## src/core/link_timer_regs.svh

```systemverilog
`ifndef LINK_TIMER_REGS_SVH
`define LINK_TIMER_REGS_SVH

// Byte offsets of the 32-bit registers on the byte-wide host port
`define LINK_IRQ_STATUS_OFS 8'h08
`define LINK_IRQ_MASK_OFS 8'h0C
`define BUS_CYCLE_TIMER_OFS 8'h10
`define PHY_MAILBOX_OFS 8'h14
`define GLOBAL_SUMMARY_OFS 8'h18

// Reset values
`define BUS_CYCLE_TIMER_RST 32'h00000000
`define PHY_MAILBOX_RST 32'h00000000
`define GLOBAL_SUMMARY_RST 32'h00010000

// Mailbox field positions
`define MBX_READ_BIT 31
`define MBX_WRITE_BIT 30
`define MBX_ADDR_LSB 24
`define MBX_WDATA_LSB 16
`define MBX_RADDR_LSB 8
`define MBX_RDATA_LSB 0

// Link status bit set by a returned phy read
`define READ_RESULT_READY_BIT 14
`define LINK_IRQ_WIDTH 19

// Global register field positions
`define GLB_SUMMARY_LSB 0
`define GLB_ENABLE_LSB 8
`define GLB_TX_MODE_BIT 16

// Cycle timer field layout and wrap points
`define SECONDS_LSB 25
`define CYCLE_NUM_LSB 12
`define CYCLE_OFS_LAST 12'hBFF
`define CYCLE_NUM_LAST 13'h1F3F

// Offset rate derived from the core clock, in kHz
`define CORE_CLK_KHZ 100000
`define OFFSET_RATE_KHZ 24576

`endif

```

## src/core/link_timer_pkg.sv

```systemverilog
package link_timer_pkg;

	typedef struct packed {
		logic [6:0] seconds;
		logic [12:0] cycle_num;
		logic [11:0] cycle_ofs;
	} cycle_timer_s;

	typedef struct packed {
		logic [7:0] addr;
		logic wr;
		logic rd;
		logic [7:0] wdata;
	} host_req_s;

	typedef struct packed {
		logic write;
		logic [3:0] addr;
		logic [7:0] data;
	} phy_req_s;

	typedef struct packed {
		logic [3:0] addr;
		logic [7:0] data;
	} phy_resp_s;

	typedef struct packed {
		cycle_timer_s timer;
		logic [16:0] phase_acc;
		logic [2:0] cycle_in_sync;
		logic read_req;
		logic write_req;
		logic auto_read;
		logic [3:0] target_addr;
		logic [7:0] target_wdata;
		logic [3:0] ret_addr;
		logic [7:0] ret_data;
		logic [18:0] link_status;
		logic [18:0] link_mask;
		logic [3:0] module_enable;
		logic tx_mode;
		logic irq_n;
		logic [7:0] rdata;
	} state_s;

endpackage

```

## src/core/link_timer_phy_access_irq.sv

```systemverilog
`timescale 1ns/100ps
`include "link_timer_regs.svh"

// Summary of operation
// - Timer frozen while run enable is clear
// - Seconds field counts at one hertz, read/write
// - Cycle number counts at 8 kHz, read/write
// - Cycle offset counts at 24.576 MHz, read/write
// - Read bit sends phy read, then clears
// - Returned read sets ready flag, latches data
// - Write bit sends phy write, then clears
// - After self-ID, read phy register zero
// - Mailbox field positions address, data, received
// - Four read-only module summary bits
// - Summary bits clear with their sources
// - Bits 8-11 gate each summary onto interrupt
// - Interrupt low while any enabled source active
// - Bit 16 selects AV direction, resets one
// - Link status bits clear on write-one
// - Run enable makes the offset increment
// - Cycle source selects external cycle input
module link_timer_phy_access_irq (
	input wire logic i_core_clk,
	input wire logic i_reset_n,
	input wire link_timer_pkg::host_req_s i_host_req,
	output logic [7:0] o_host_rdata,
	input wire logic i_timer_run_enable,
	input wire logic i_cycle_source_sel,
	input wire logic i_external_cycle_input,
	output link_timer_pkg::phy_req_s o_phy_req,
	output logic o_phy_req_valid,
	input wire logic i_phy_req_ready,
	input wire logic i_phy_resp_valid,
	input wire link_timer_pkg::phy_resp_s i_phy_resp,
	input wire logic i_self_id_done,
	input wire logic [18:0] i_link_irq_events,
	input wire logic i_iso_rx_summary,
	input wire logic i_iso_tx_summary,
	input wire logic i_async_summary,
	output logic o_irq_n,
	output logic o_av_out_en_n,
	output logic o_av_tx_enable
);
	import link_timer_pkg::*;

	localparam logic [16:0] PHASE_STEP = 17'(`OFFSET_RATE_KHZ);
	localparam logic [16:0] PHASE_MOD = 17'(`CORE_CLK_KHZ);

	state_s q;
	state_s d;

	////////////////////////////////////////////////////////////////////////
	// Helpers

	// Next cycle number, with carry into the seconds field
	function automatic cycle_timer_s advance_cycle(input cycle_timer_s t);
		cycle_timer_s r;
		r = t;
		if (t.cycle_num == `CYCLE_NUM_LAST) begin
			r.cycle_num = '0;
			r.seconds = t.seconds + 7'h01;
		end else begin
			r.cycle_num = t.cycle_num + 13'h0001;
		end
		return r;
	endfunction

	// Merge one host byte into a 32-bit word
	function automatic logic [31:0] put_byte(input logic [31:0] w,
		input logic [1:0] lane, input logic [7:0] b);
		logic [31:0] r;
		r = w;
		r[{lane, 3'b000} +: 8] = b;
		return r;
	endfunction

	////////////////////////////////////////////////////////////////////////
	// Combinational views

	logic [3:0] summary;
	logic [31:0] timer_word;
	logic [31:0] mailbox_word;
	logic [31:0] global_word;
	logic cycle_edge;
	logic offset_tick;

	always_comb begin
		summary[0] = |(q.link_status & q.link_mask);
		summary[1] = i_iso_rx_summary;
		summary[2] = i_iso_tx_summary;
		summary[3] = i_async_summary;
		timer_word = q.timer;
		mailbox_word = '0;
		mailbox_word[`MBX_READ_BIT] = q.read_req;
		mailbox_word[`MBX_WRITE_BIT] = q.write_req;
		mailbox_word[`MBX_ADDR_LSB +: 4] = q.target_addr;
		mailbox_word[`MBX_WDATA_LSB +: 8] = q.target_wdata;
		mailbox_word[`MBX_RADDR_LSB +: 4] = q.ret_addr;
		mailbox_word[`MBX_RDATA_LSB +: 8] = q.ret_data;
		global_word = '0;
		global_word[`GLB_SUMMARY_LSB +: 4] = summary;
		global_word[`GLB_ENABLE_LSB +: 4] = q.module_enable;
		global_word[`GLB_TX_MODE_BIT] = q.tx_mode;
		// Edge taken between second and third stage only
		cycle_edge = q.cycle_in_sync[1] & ~q.cycle_in_sync[2];
		offset_tick = i_timer_run_enable &&
			(q.phase_acc + PHASE_STEP >= PHASE_MOD);
	end

	// Phy request: host read first, then host write, then automatic read
	always_comb begin
		o_phy_req_valid = q.read_req | q.write_req | q.auto_read;
		o_phy_req.write = ~q.read_req & q.write_req;
		o_phy_req.addr = q.auto_read && !q.read_req && !q.write_req ?
			4'h0 : q.target_addr;
		o_phy_req.data = q.target_wdata;
	end

	////////////////////////////////////////////////////////////////////////
	// Next state

	always_comb begin
		logic [1:0] lane;
		logic [7:0] base;
		logic hit_wr;
		logic [31:0] w;
		lane = i_host_req.addr[1:0];
		base = {i_host_req.addr[7:2], 2'b00};
		hit_wr = i_host_req.wr;
		w = '0;
		d = q;
		d.cycle_in_sync = {q.cycle_in_sync[1:0], i_external_cycle_input};

		// Cycle timer
		if (i_timer_run_enable) begin
			d.phase_acc = offset_tick ? q.phase_acc + PHASE_STEP - PHASE_MOD
				: q.phase_acc + PHASE_STEP;
			if (i_cycle_source_sel && cycle_edge) begin
				d.timer = advance_cycle(q.timer);
				d.timer.cycle_ofs = '0;
			end else if (offset_tick) begin
				if (q.timer.cycle_ofs == `CYCLE_OFS_LAST) begin
					d.timer.cycle_ofs = '0;
					if (!i_cycle_source_sel) begin
						d.timer = advance_cycle(q.timer);
						d.timer.cycle_ofs = '0;
					end
				end else begin
					d.timer.cycle_ofs = q.timer.cycle_ofs + 12'h001;
				end
			end
		end

		// Phy request issue clears the matching bit
		if (o_phy_req_valid && i_phy_req_ready) begin
			if (q.read_req) begin
				d.read_req = 1'b0;
			end else if (q.write_req) begin
				d.write_req = 1'b0;
			end else begin
				d.auto_read = 1'b0;
			end
		end
		if (i_self_id_done) begin
			d.auto_read = 1'b1;
		end

		// Host writes; software update wins over counting
		if (hit_wr) begin
			unique case (base)
				`BUS_CYCLE_TIMER_OFS: begin
					w = put_byte(timer_word, lane, i_host_req.wdata);
					d.timer = w;
				end
				`PHY_MAILBOX_OFS: begin
					w = put_byte(mailbox_word, lane, i_host_req.wdata);
					// Overlapping requests are the host's problem
					// Only the top byte may raise a request; a lower byte
					// would replay a bit accepted in this same cycle
					if (lane == 2'h3) begin
						d.read_req = w[`MBX_READ_BIT] | d.read_req;
						d.write_req = w[`MBX_WRITE_BIT] | d.write_req;
					end
					d.target_addr = w[`MBX_ADDR_LSB +: 4];
					d.target_wdata = w[`MBX_WDATA_LSB +: 8];
				end
				`GLOBAL_SUMMARY_OFS: begin
					w = put_byte(global_word, lane, i_host_req.wdata);
					d.module_enable = w[`GLB_ENABLE_LSB +: 4];
					d.tx_mode = w[`GLB_TX_MODE_BIT];
				end
				`LINK_IRQ_STATUS_OFS: begin
					w = put_byte('0, lane, i_host_req.wdata);
					d.link_status = q.link_status &
						~w[`LINK_IRQ_WIDTH-1:0];
				end
				`LINK_IRQ_MASK_OFS: begin
					w = put_byte({13'h0000, q.link_mask}, lane,
						i_host_req.wdata);
					d.link_mask = w[`LINK_IRQ_WIDTH-1:0];
				end
				default: begin
				end
			endcase
		end

		// Events set after clear so a simultaneous event survives
		d.link_status = d.link_status | i_link_irq_events;
		if (i_phy_resp_valid) begin
			d.ret_addr = i_phy_resp.addr;
			d.ret_data = i_phy_resp.data;
			d.link_status[`READ_RESULT_READY_BIT] = 1'b1;
		end

		// Registered interrupt, active low
		d.irq_n = ~|(summary & q.module_enable);

		// Read data, unmapped reads return zero
		if (i_host_req.rd) begin
			unique case (base)
				`BUS_CYCLE_TIMER_OFS: w = timer_word;
				`PHY_MAILBOX_OFS: w = mailbox_word;
				`GLOBAL_SUMMARY_OFS: w = global_word;
				`LINK_IRQ_STATUS_OFS: w = {13'h0000, q.link_status};
				`LINK_IRQ_MASK_OFS: w = {13'h0000, q.link_mask};
				default: w = '0;
			endcase
			d.rdata = w[{lane, 3'b000} +: 8];
		end
	end

	////////////////////////////////////////////////////////////////////////
	// State register

	always_ff @(posedge i_core_clk or negedge i_reset_n) begin
		if (!i_reset_n) begin
			q <= '0;
			q.timer <= `BUS_CYCLE_TIMER_RST;
			q.tx_mode <= 1'b1;
			q.irq_n <= 1'b1;
		end else begin
			q <= d;
		end
	end

	assign o_host_rdata = q.rdata;
	assign o_irq_n = q.irq_n;
	assign o_av_tx_enable = q.tx_mode;
	assign o_av_out_en_n = ~q.tx_mode;

endmodule

```

## config.mk

```make
export PLATFORM = sky130hd
export DESIGN_NAME = link_timer_phy_access_irq
export DESIGN_NICKNAME = d
export VERILOG_FILES = /design/src/core/link_timer_pkg.sv /design/src/core/link_timer_phy_access_irq.sv
export VERILOG_INCLUDE_DIRS = /design/src /design/src/core
export SDC_FILE = /design/constraint.sdc
export NUM_CORES = 1
export LEC_CHECK = 0
export BUFFER_PORTS_ARGS = -buffer_cell sky130_fd_sc_hd__buf_2
export CAP_MARGIN = 20
export CORE_MARGIN = 2
export CORE_UTILIZATION = 55
export DETAILED_ROUTE_END_ITERATION = 12
export PLACE_DENSITY_LB_ADDON = 0.08
export SKIP_CTS_REPAIR_TIMING = 1
export SYNTH_ARGS = -nofsm -noshare
export SYNTH_HDL_FRONTEND = slang
export SYNTH_SLANG_ARGS = --single-unit
```

## constraint.sdc

```tcl
create_clock -name i_core_clk -period 2.5 [get_ports i_core_clk]
set_input_delay 0 -clock i_core_clk [delete_from_list [all_inputs] [get_ports i_core_clk]]
set_output_delay 0 -clock i_core_clk [all_outputs]
set_load 0.01 [all_outputs]
```

==> impl_results.md, run 1 <==
- Chip Width: 121 microns
- GRT overflow: 0
- Async SR Flop Fraction: 1.00
- DR WL met3: 3010 microns
- Outcome: finished with violations
- ANT nets after route: 0
- Worst hold path type: in -> reg
- Slowest CP cell: dfrtp_1
- Number of remaining DRC errors: 0
- Drt initial violations: 1023
- CP delay by family, top: simple AND/OR/NAND/NOR gates
- Die Height: 121 microns
- Mapped Cells: 844
- Reg2reg path depth: 9
- Reg2reg setup slack: 0.18 ns
- DPL Wire Length: 19800 microns
- Worst-case clock buffer depth: 2
- Leakage: 4.02 nW
- Synth-to-Final Area Change: 24.0%
- Largest net degree at the start of global routing: 56
- Die Area: 14800 sq um
- Setup CP Type: reg -> reg
- DR WL met2: 12200 microns
- Fill count: 1056
- RSZ-0062 raised after global routing: no
- Drt first pass iters: 6
- Netlist cell types: 70
- Min-delay src: i_phy_req_ready
- Reg-to-reg endpoint: q[128]
- Synthesized Nets: 917
- NetSw: 0.00213 W
- Syn_area_per_cell: 8.99 sq um
- Endpoint of the worst hold path: mailbox_word[31]
- Clock power share: 0.386
- Slowest stage delay, CP: 0.41 ns
- Combinational power share: 0.226
- Max Clock Skew: 0.00822 ns
- Layout cells sized above 1: 0.216
- Max H-tree Level: 4
- Seq cells post-synth: 126
- Yosys top cell area share: 0.409
- EDFF count, synth: 0
- Count leader, synth: dfrtp_1
- Part of the Yosys area used for sequential elements: 0.416
- Max-cap violations: 0
- Synth top cells by count: dfrtp_1, nand2_1, o21ai_0
- Final setup viols: 0
- Crit-path most repeated cell: buf_4
- First-pass GRT wire length: 41600 microns
- Crit path cell chain: buf_4 > or3_1 > a31oi_1 > nor3_2 > nand3_1 > buf_4 > nand2_1 > a32oi_1 > o21ai_0
- Total CTS buffers: 17
- Slew headroom: 0.463
- Number of antenna violations at the first check in global routing: 1
- Initial Utilization: 0.568
- Crit path buffers/inverters: 2
- Area leader, netlist: dfrtp_1
- CTS sink cnt: 126
- Via count: 7856
- CTS root buf: clkbuf_16
- Later-pin clock latency in the skew report: 0.43 ns
- Arr. time, crit path: 2.62 ns
- Max Transition Viols Final: 0
- CTS clk-pin slew, worst paths: 0.06 ns
- CP endpoint kind: flip-flop
- Placer congestion estimate: 1.02
- Critical path required time: 2.80 ns
- Seq pwr share: 0.388
- Crit share post-route: 0.929
- Top post-synthesis cells by area: dfrtp_1, o21ai_0, nand2_1
- Failing checks: negative hold slack
- Worst setup startpoint: q[95]
- Final WL: 27100 microns
- Vias in the first global route: 7257
- Finished Layout Cells: 1172
- Mapped cell area: 7590 sq um
- Startpoint types: flip-flop
- Ys flop type: dfrtp_1
- WL met1: 10900 microns
- Critical Path Fanout Max: 7
- Worst-Margin Slew: 0.798 ns
- Fin crit period: 2.32 ns
- WL/cell: 23.1 microns
- Antenna fix cells: 0
- Site row count: 42
- Vias per cell: 6.70
- Final hold slack: -0.0415 ns
- CTS tree: yes
- Power Density: 694 nW/um^2
- VDD IR max: 0.559 mV
- Multi-input gate area: 4030 sq um
- Register area: 3160 sq um
- Int Pwr: 0.00439 W
- Placed Instances: 1096
- GRT Resource Usage Total: 0.373
- # port buffers: 84
- Total power: 0.00653 W
- Fmax achieved: 431 MHz
- Crit Reg-Reg Startpoint: q[95]
- Setup TNS: 0 ns
- # IOs: 85
- Yosys Warn Count: 0
- Layout Nets: 1056
- Hold Fails Final Rpt: 3
- Sw frac: 0.327
- Hold Path Cell Cnt: 4
- Top Metal Used: met5
- Core area: 13300 sq um
-- placed cells by master, fill, tap and decap left out, drive strengths merged, types with 4 or more instances in the layout --
cell type	Yosys	final
dfrtp	124	124
a21oi	43	43
and3	9	9
mux2i	25	25
a221o	6	6
a22oi	8	8
nand2	90	90
ha	13	13
nor2b	8	8
o41ai	5	5
a31oi	19	19
a32o	7	7
nand4	17	17
buf	32	139
nand2b	13	13
a211oi	7	7
o211ai	4	4
a21o	13	13
nor3	22	22
nor2	58	58
clkbuf	31	18
a221oi	17	17
o22ai	4	4
or3	5	5
xor2	5	5
dlygate4sd3	0	44
mux2	25	25
nor4	5	5
o21ai	70	70
clkinv	1	6
and2	6	6
nand3	45	45
xnor2	10	10
inv	28	33
a32oi	9	9
o31ai	10	10
o221ai	9	9
-- state kept, by name, summed over array words and instances, names as in the netlist --
signal	flops
global_word	4
o_av_tx_enable	1
mailbox_word	18
q	84
o_phy_req	8
d	2
o_irq_n	1
o_host_rdata	8
-- power by group through the flow --
stage	clock network [W]	logic (W)	registers, W
finish	0.00252	0.00147	0.00253
global route	0.00262	0.00162	0.00256
CTS	0.00253	0.00140	0.00252
detailed placement	0	0.00138	0.00256
global placement	0	0.00134	0.00254
floorplan	0	0.000861	0.00250
-- how the worst max path moves through the flow --
stage | depth (start not counted) | slack, ns | to
after floorplan | 9 | 0.32 | q[127]
after global placement | 8 | 0.23 | q[124]
after CTS | 9 | 0.15 | q[129]
final | 9 | 0.18 | q[128]
after global routing | 9 | 0.01 | q[111]
after detailed placement | 9 | 0.15 | q[125]
-- metrics by stage --
stage / instance area [sq um] / setup WS [ns] / util / hold slack [ns]
global placement: 8370 / 0.230 / 0.627 / 0.0438
detailed placement: 8370 / 0.151 / 0.627 / 0.0554
finish: 9410 / 0.178 / 0.705 / -0.0415
CTS: 8960 / 0.148 / 0.671 / -0.388
floorplan: 7590 / 0.321 / - / -0.296
global route: 9410 / 0.0146 / 0.705 / -0.00279
-- area by class of cell --
type | count | share of cell area
Multi-Input combinational cell | 626 | 0.428
Sequential cell | 126 | 0.336
Timing Repair Buffer | 183 | 0.138
Clock buffer | 18 | 0.0467
Tap cell | 176 | 0.0234
Clock inverter | 14 | 0.0165
Inverter | 29 | 0.0116
-- logic make-up (layout without fill, tap and decap cells) --
family | Yosys count | after routing | share of synthesized area
mux | 50 | 50 | 0.0701
compound gates | 255 | 255 | 0.227
flops | 126 | 126 | 0.416
buf+inv | 92 | 244 | 0.0567
simple gates | 293 | 293 | 0.192
xor+xnor | 15 | 15 | 0.0173
fa+ha+maj | 13 | 13 | 0.0214
-- metal layers --
layer	vias to the layer above	global-route usage
li1	3420	-
met1	3849	0.512
met2	505	0.563
met3	80	0.102
met4	2	0.147
met5	-	0
-- worst min-delay path, cell delays in order --
cell	delay, ns
buf_2	0.11
o21ai_0	0.10
nand2_1	0.07
o21ai_0	0.06
(Power assumes the default switching activity.)
==> inputs of run 2 (changes only) <==
--- a/config.mk
+++ b/config.mk
@@ -8,6 +8,7 @@
 export LEC_CHECK = 0
 export BUFFER_PORTS_ARGS = -buffer_cell sky130_fd_sc_hd__buf_2
 export CAP_MARGIN = 20
+export CORE_ASPECT_RATIO = 0.6
 export CORE_MARGIN = 2
 export CORE_UTILIZATION = 55
 export DETAILED_ROUTE_END_ITERATION = 12
==> impl_results.md, run 2 (synthesized netlist as in run 1, its figures left out) <==
- GRT overflow: 0
- Sw frac: 0.333
- Total power: 0.00676 W
- Slew headroom: 0.496
- Largest register FFs: 84
- Antenna fix cells: 0
- Slowest CP cell: a211oi_1
- Reg-to-reg endpoint: q[121]
- Max H-tree Level: 4
- Synth-to-Final Area Change: 25.5%
- CTS sink cnt: 126
- Startpoint types: flip-flop
- Largest net degree at the start of global routing: 77
- Leakage: 4.08 nW
- WL/cell: 23.9 microns
- Number of antenna violations at the first check in global routing: 0
- Max Transition Viols Final: 0
- Critical Path Fanout Max: 7
- Multi-input gate area: 4050 sq um
- Die Area: 14800 sq um
- CP endpoint kind: flip-flop
- Vias per cell: 6.67
- Hold Path Cell Cnt: 3
- Reg2reg setup slack: 0.11 ns
- VDD IR max: 0.538 mV
- Most common cell after layout, fill and taps aside: dfrtp_1
- Crit path cell chain: inv_1 > ha_1 > o21a_1 > nor3_4 > nand3_2 > a211oi_1 > o21ai_0 > a31o_2
- Setup CP Type: reg -> reg
- Die Height: 95.0 microns
- # port buffers: 84
- Drt initial violations: 973
- Endpoint of the worst hold path: q[98]
- Fin crit period: 2.39 ns
- Crit share post-route: 0.957
- GRT Resource Usage Total: 0.385
- Arr. time, crit path: 2.70 ns
- Slowest stage delay, CP: 0.44 ns
- Drt first pass iters: 6
- Commonest cells after routing, fill and taps aside: dfrtp_1, nand2_1, buf_2
- Core area: 13500 sq um
- Worst hold path type: in -> reg
- # IOs: 85
- Worst-Margin Slew: 0.749 ns
- Number of remaining DRC errors: 0
- First-pass GRT wire length: 42000 microns
- Via count: 7851
- CP delay by family, top: compound AO/OA/AOI/OAI gates
- Final setup viols: 0
- Largest Register: q
- Reg2reg path depth: 8
- Int Pwr: 0.00451 W
- CTS tree: yes
- ANT nets after route: 0
- Hold Fails Final Rpt: 0
- Min-delay src: i_timer_run_enable
- Outcome: complete, no violations
- NetSw: 0.00225 W
- Site row count: 33
- CTS root buf: clkbuf_16
- Final WL: 28100 microns
- Register area: 3160 sq um
- Initial Utilization: 0.560
- Crit path buffers/inverters: 1
- Layout Nets: 1062
- Chip Width: 156 microns
- Final hold slack: 0.00805 ns
- Max Clock Skew: 0.0129 ns
- Fill count: 1085
- Max-cap violations: 0
- Later-pin clock latency in the skew report: 0.42 ns
- Combinational power share: 0.230
- DPL Wire Length: 20600 microns
- Fmax achieved: 418 MHz
- Power Density: 710 nW/um^2
- Crit Reg-Reg Startpoint: q[96]
- Worst-case clock buffer depth: 2
- Placer congestion estimate: 1.03
- Layout cells sized above 1: 0.224
- Seq pwr share: 0.374
- Critical path required time: 2.81 ns
- Vias in the first global route: 7204
- Total CTS buffers: 17
- Clock power share: 0.396
- CTS clk-pin slew, worst paths: 0.07 ns
[run 2: layout make-up]
cell class | count | share of cell area
Multi-Input combinational cell | 626 | 0.425
Tap cell | 175 | 0.0230
Clock inverter | 15 | 0.0212
Clock buffer | 17 | 0.0447
Timing Repair Buffer | 189 | 0.143
Sequential cell | 126 | 0.331
Inverter | 29 | 0.0114
[run 2: how the worst max path moves through the flow]
stage / cells after the start / startpoint / slack, ns / end
after floorplan: 9 / q[95] / 0.32 / q[127]
after global placement: 10 / q[95] / 0.18 / q[115]
after detailed placement: 9 / q[96] / 0.02 / q[125]
after CTS: 9 / q[96] / -0.02 / q[125]
after global routing: 9 / q[96] / -0.006 / q[125]
final: 8 / q[96] / 0.11 / q[121]
[run 2: layer usage]
layer / part of all wire / up-vias / global-route usage
li1: - / 3425 / -
met1: 0.42 / 3751 / 0.552
met2: 0.40 / 602 / 0.523
met3: 0.16 / 73 / 0.165
met4: 0.025 / 0 / 0.115
met5: 0 / - / 0
[run 2: worst min-delay path, stage by stage]
cell and delay [ns]:
buf_2 0.09, buf_4 0.20, o21ai_0 0.11
[run 2: power groups by stage]
stage                     Sequential [W]  Combinational [W]  Clock (W)
after detailed placement         0.00255            0.00142          0
after floorplan                  0.00250           0.000861          0
final                            0.00253            0.00156    0.00268
after global placement           0.00254            0.00138          0
after CTS                        0.00251            0.00144    0.00268
after global routing             0.00255            0.00171    0.00278
[run 2: per-stage QoR]
| stage | cell area [sq um] | worst slack, ns | util | std cells | TNS [ns] |
|---|---|---|---|---|---|
| 2_1_floorplan | 7590 | 0.321 | - | 844 | 0 |
| 3_3_place_gp | 8410 | 0.180 | 0.621 | 1099 | 0 |
| 3_5_place_dp | 8410 | 0.0173 | 0.621 | 1099 | 0 |
| 4_1_cts | 9030 | -0.0177 | 0.667 | 1131 | -0.0254 |
| 5_1_grt | 9520 | -0.00574 | 0.703 | 1177 | -0.00574 |
| 6_report | 9520 | 0.108 | 0.703 | 1177 | 0 |
==> inputs of run 3 (changes only) <==
--- a/config.mk
+++ b/config.mk
@@ -8,7 +8,7 @@
 export LEC_CHECK = 0
 export BUFFER_PORTS_ARGS = -buffer_cell sky130_fd_sc_hd__buf_2
 export CAP_MARGIN = 20
-export CORE_ASPECT_RATIO = 0.6
+export CORE_ASPECT_RATIO = 1.25
 export CORE_MARGIN = 2
 export CORE_UTILIZATION = 55
 export DETAILED_ROUTE_END_ITERATION = 12
==> impl_results.md, run 3 (synthesized netlist as in run 1, its figures left out) <==
- # port buffers: 84
- Endpoint of the worst hold path: q[37]
- First-pass GRT wire length: 42200 microns
- GRT Resource Usage Total: 0.384
- Die Area: 14800 sq um
- CTS root buf: clkbuf_16
- CTS tree: yes
- Failing checks: negative hold slack
- Worst-Margin Slew: 0.758 ns
- Largest net degree at the start of global routing: 58
- Crit share post-route: 0.944
- VDD IR max: 0.579 mV
- Layout cells sized above 1: 0.214
- Site row count: 48
- Drt first pass iters: 6
- Number of antenna violations at the first check in global routing: 0
- Largest register FFs: 84
- Fin crit period: 2.36 ns
- Largest Register: q
- Layout Nets: 1052
- Max Clock Skew: 0.00549 ns
- Antenna fix cells: 0
- Total power: 0.00665 W
- Max H-tree Level: 4
- Drt initial violations: 826
- Setup TNS: 0 ns
- DPL Wire Length: 20300 microns
- Reg-to-reg endpoint: q[129]
- Die Height: 135 microns
- Startpoint types: flip-flop
- Max-cap violations: 0
- Crit Reg-Reg Startpoint: q[95]
- Setup CP Type: reg -> reg
- Max Transition Viols Final: 0
- Finished Layout Cells: 1167
- Initial Utilization: 0.557
- CTS clk-pin slew, worst paths: 0.06 ns
- Final Core Density: 0.690
- Number of remaining DRC errors: 0
- Outcome: finished with violations
- Vias in the first global route: 7465
- Crit path cell chain: inv_1 > ha_1 > o21a_1 > nor3_2 > nand3_2 > a2111oi_1 > buf_4 > o31ai_1 > a31oi_1
- Leakage: 4.02 nW
- WL/cell: 24.0 microns
- Chip Width: 109 microns
- Min-delay src: i_host_req[4]
- Slew headroom: 0.494
- Most common cell after layout, fill and taps aside: dfrtp_1
- Final WL: 28000 microns
- ANT nets after route: 0
- CP endpoint kind: flip-flop
- Critical Path Fanout Max: 9
- Placed Instances: 1091
- Critical path required time: 2.84 ns
- Worst hold path type: in -> reg
- Final hold slack: -0.00441 ns
- Fill count: 1101
- Crit path buffers/inverters: 2
- Via count: 7756
- Total CTS buffers: 17
- Core area: 13600 sq um
- Vias per cell: 6.65
- Reg2reg setup slack: 0.14 ns
- Hold Path Cell Cnt: 3
- RSZ-0062 raised after global routing: no
- Commonest cells after routing, fill and taps aside: dfrtp_1, nand2_1, buf_2
- Hold Fails Final Rpt: 1
- Fmax achieved: 424 MHz
- Reg2reg path depth: 9
- Worst-case clock buffer depth: 2
- Slowest stage delay, CP: 0.53 ns
- Slowest CP cell: a2111oi_1
- Final setup viols: 0
- GRT overflow: 0
- Later-pin clock latency in the skew report: 0.42 ns
- Power Density: 708 nW/um^2
- Synth-to-Final Area Change: 23.9%
- Placer congestion estimate: 1.01
- # IOs: 85
- Arr. time, crit path: 2.70 ns
- CP delay by family, top: compound AO/OA/AOI/OAI gates
- CTS sink cnt: 126
-- run 3: changes by cell type in the layout (fill, tap and decap cells not counted), moves of 2 or more --
| cell | previous run | this run |
|---|---|---|
| inv_8 | 3 | 0 |
| clkinv_2 | 0 | 2 |
| inv_6 | 4 | 1 |
| buf_4 | 58 | 51 |
| clkbuf_8 | 0 | 3 |
| buf_12 | 3 | 1 |
-- run 3: worst min-delay path: cells and delay by family --
family	cells	cell delay, ns
compound gates	1	0.10
buf+inv	1	0.18
simple gates	1	0.10
-- run 3: where the power goes --
group	internal (W)	switching, W	leakage [nW]
clock	0.00165	0.000970	0.307
combinational	0.000604	0.000873	2.17
sequential	0.00227	0.000283	1.54
total	0.00453	0.00212	4.02
-- run 3: per-stage QoR --
stage	setup slack (ns)	cell area, sq um
2_1_floorplan	0.321	7590
3_3_place_gp	0.0988	8320
3_5_place_dp	-0.0381	8320
4_1_cts	-0.0554	8950
5_1_grt	0.00722	9400
6_report	0.140	9400
-- run 3: how the worst max path moves through the flow --
| stage | from | to | slack, ns | cells past startpoint |
|---|---|---|---|---|
| final | q[95] | q[129] | 0.14 | 9 |
| after global routing | q[96] | q[95] | 0.007 | 8 |
| after CTS | q[95] | q[129] | -0.06 | 9 |
| after detailed placement | q[95] | q[129] | -0.04 | 9 |
| after global placement | q[95] | q[129] | 0.1 | 9 |
| after floorplan | q[95] | q[127] | 0.32 | 9 |
-- run 3: final cells by class --
cell class | count | area (sq um) | share of cell area
inverters | 29 | 109 | 0.0116
clock inverters | 12 | 160 | 0.0170
repair buffers | 179 | 1260 | 0.134
flip-flops and latches | 126 | 3160 | 0.336
multi-input cells | 626 | 4030 | 0.429
clock buffers | 20 | 467 | 0.0496
well taps | 175 | 219 | 0.0233
-- run 3: layer usage --
layer	wire length, microns	track usage	vias to the layer above
met5	0	0	-
met4	1860	0.248	0
met3	2600	0.0702	113
met2	13000	0.598	509
met1	10600	0.488	3727
li1	-	-	3407
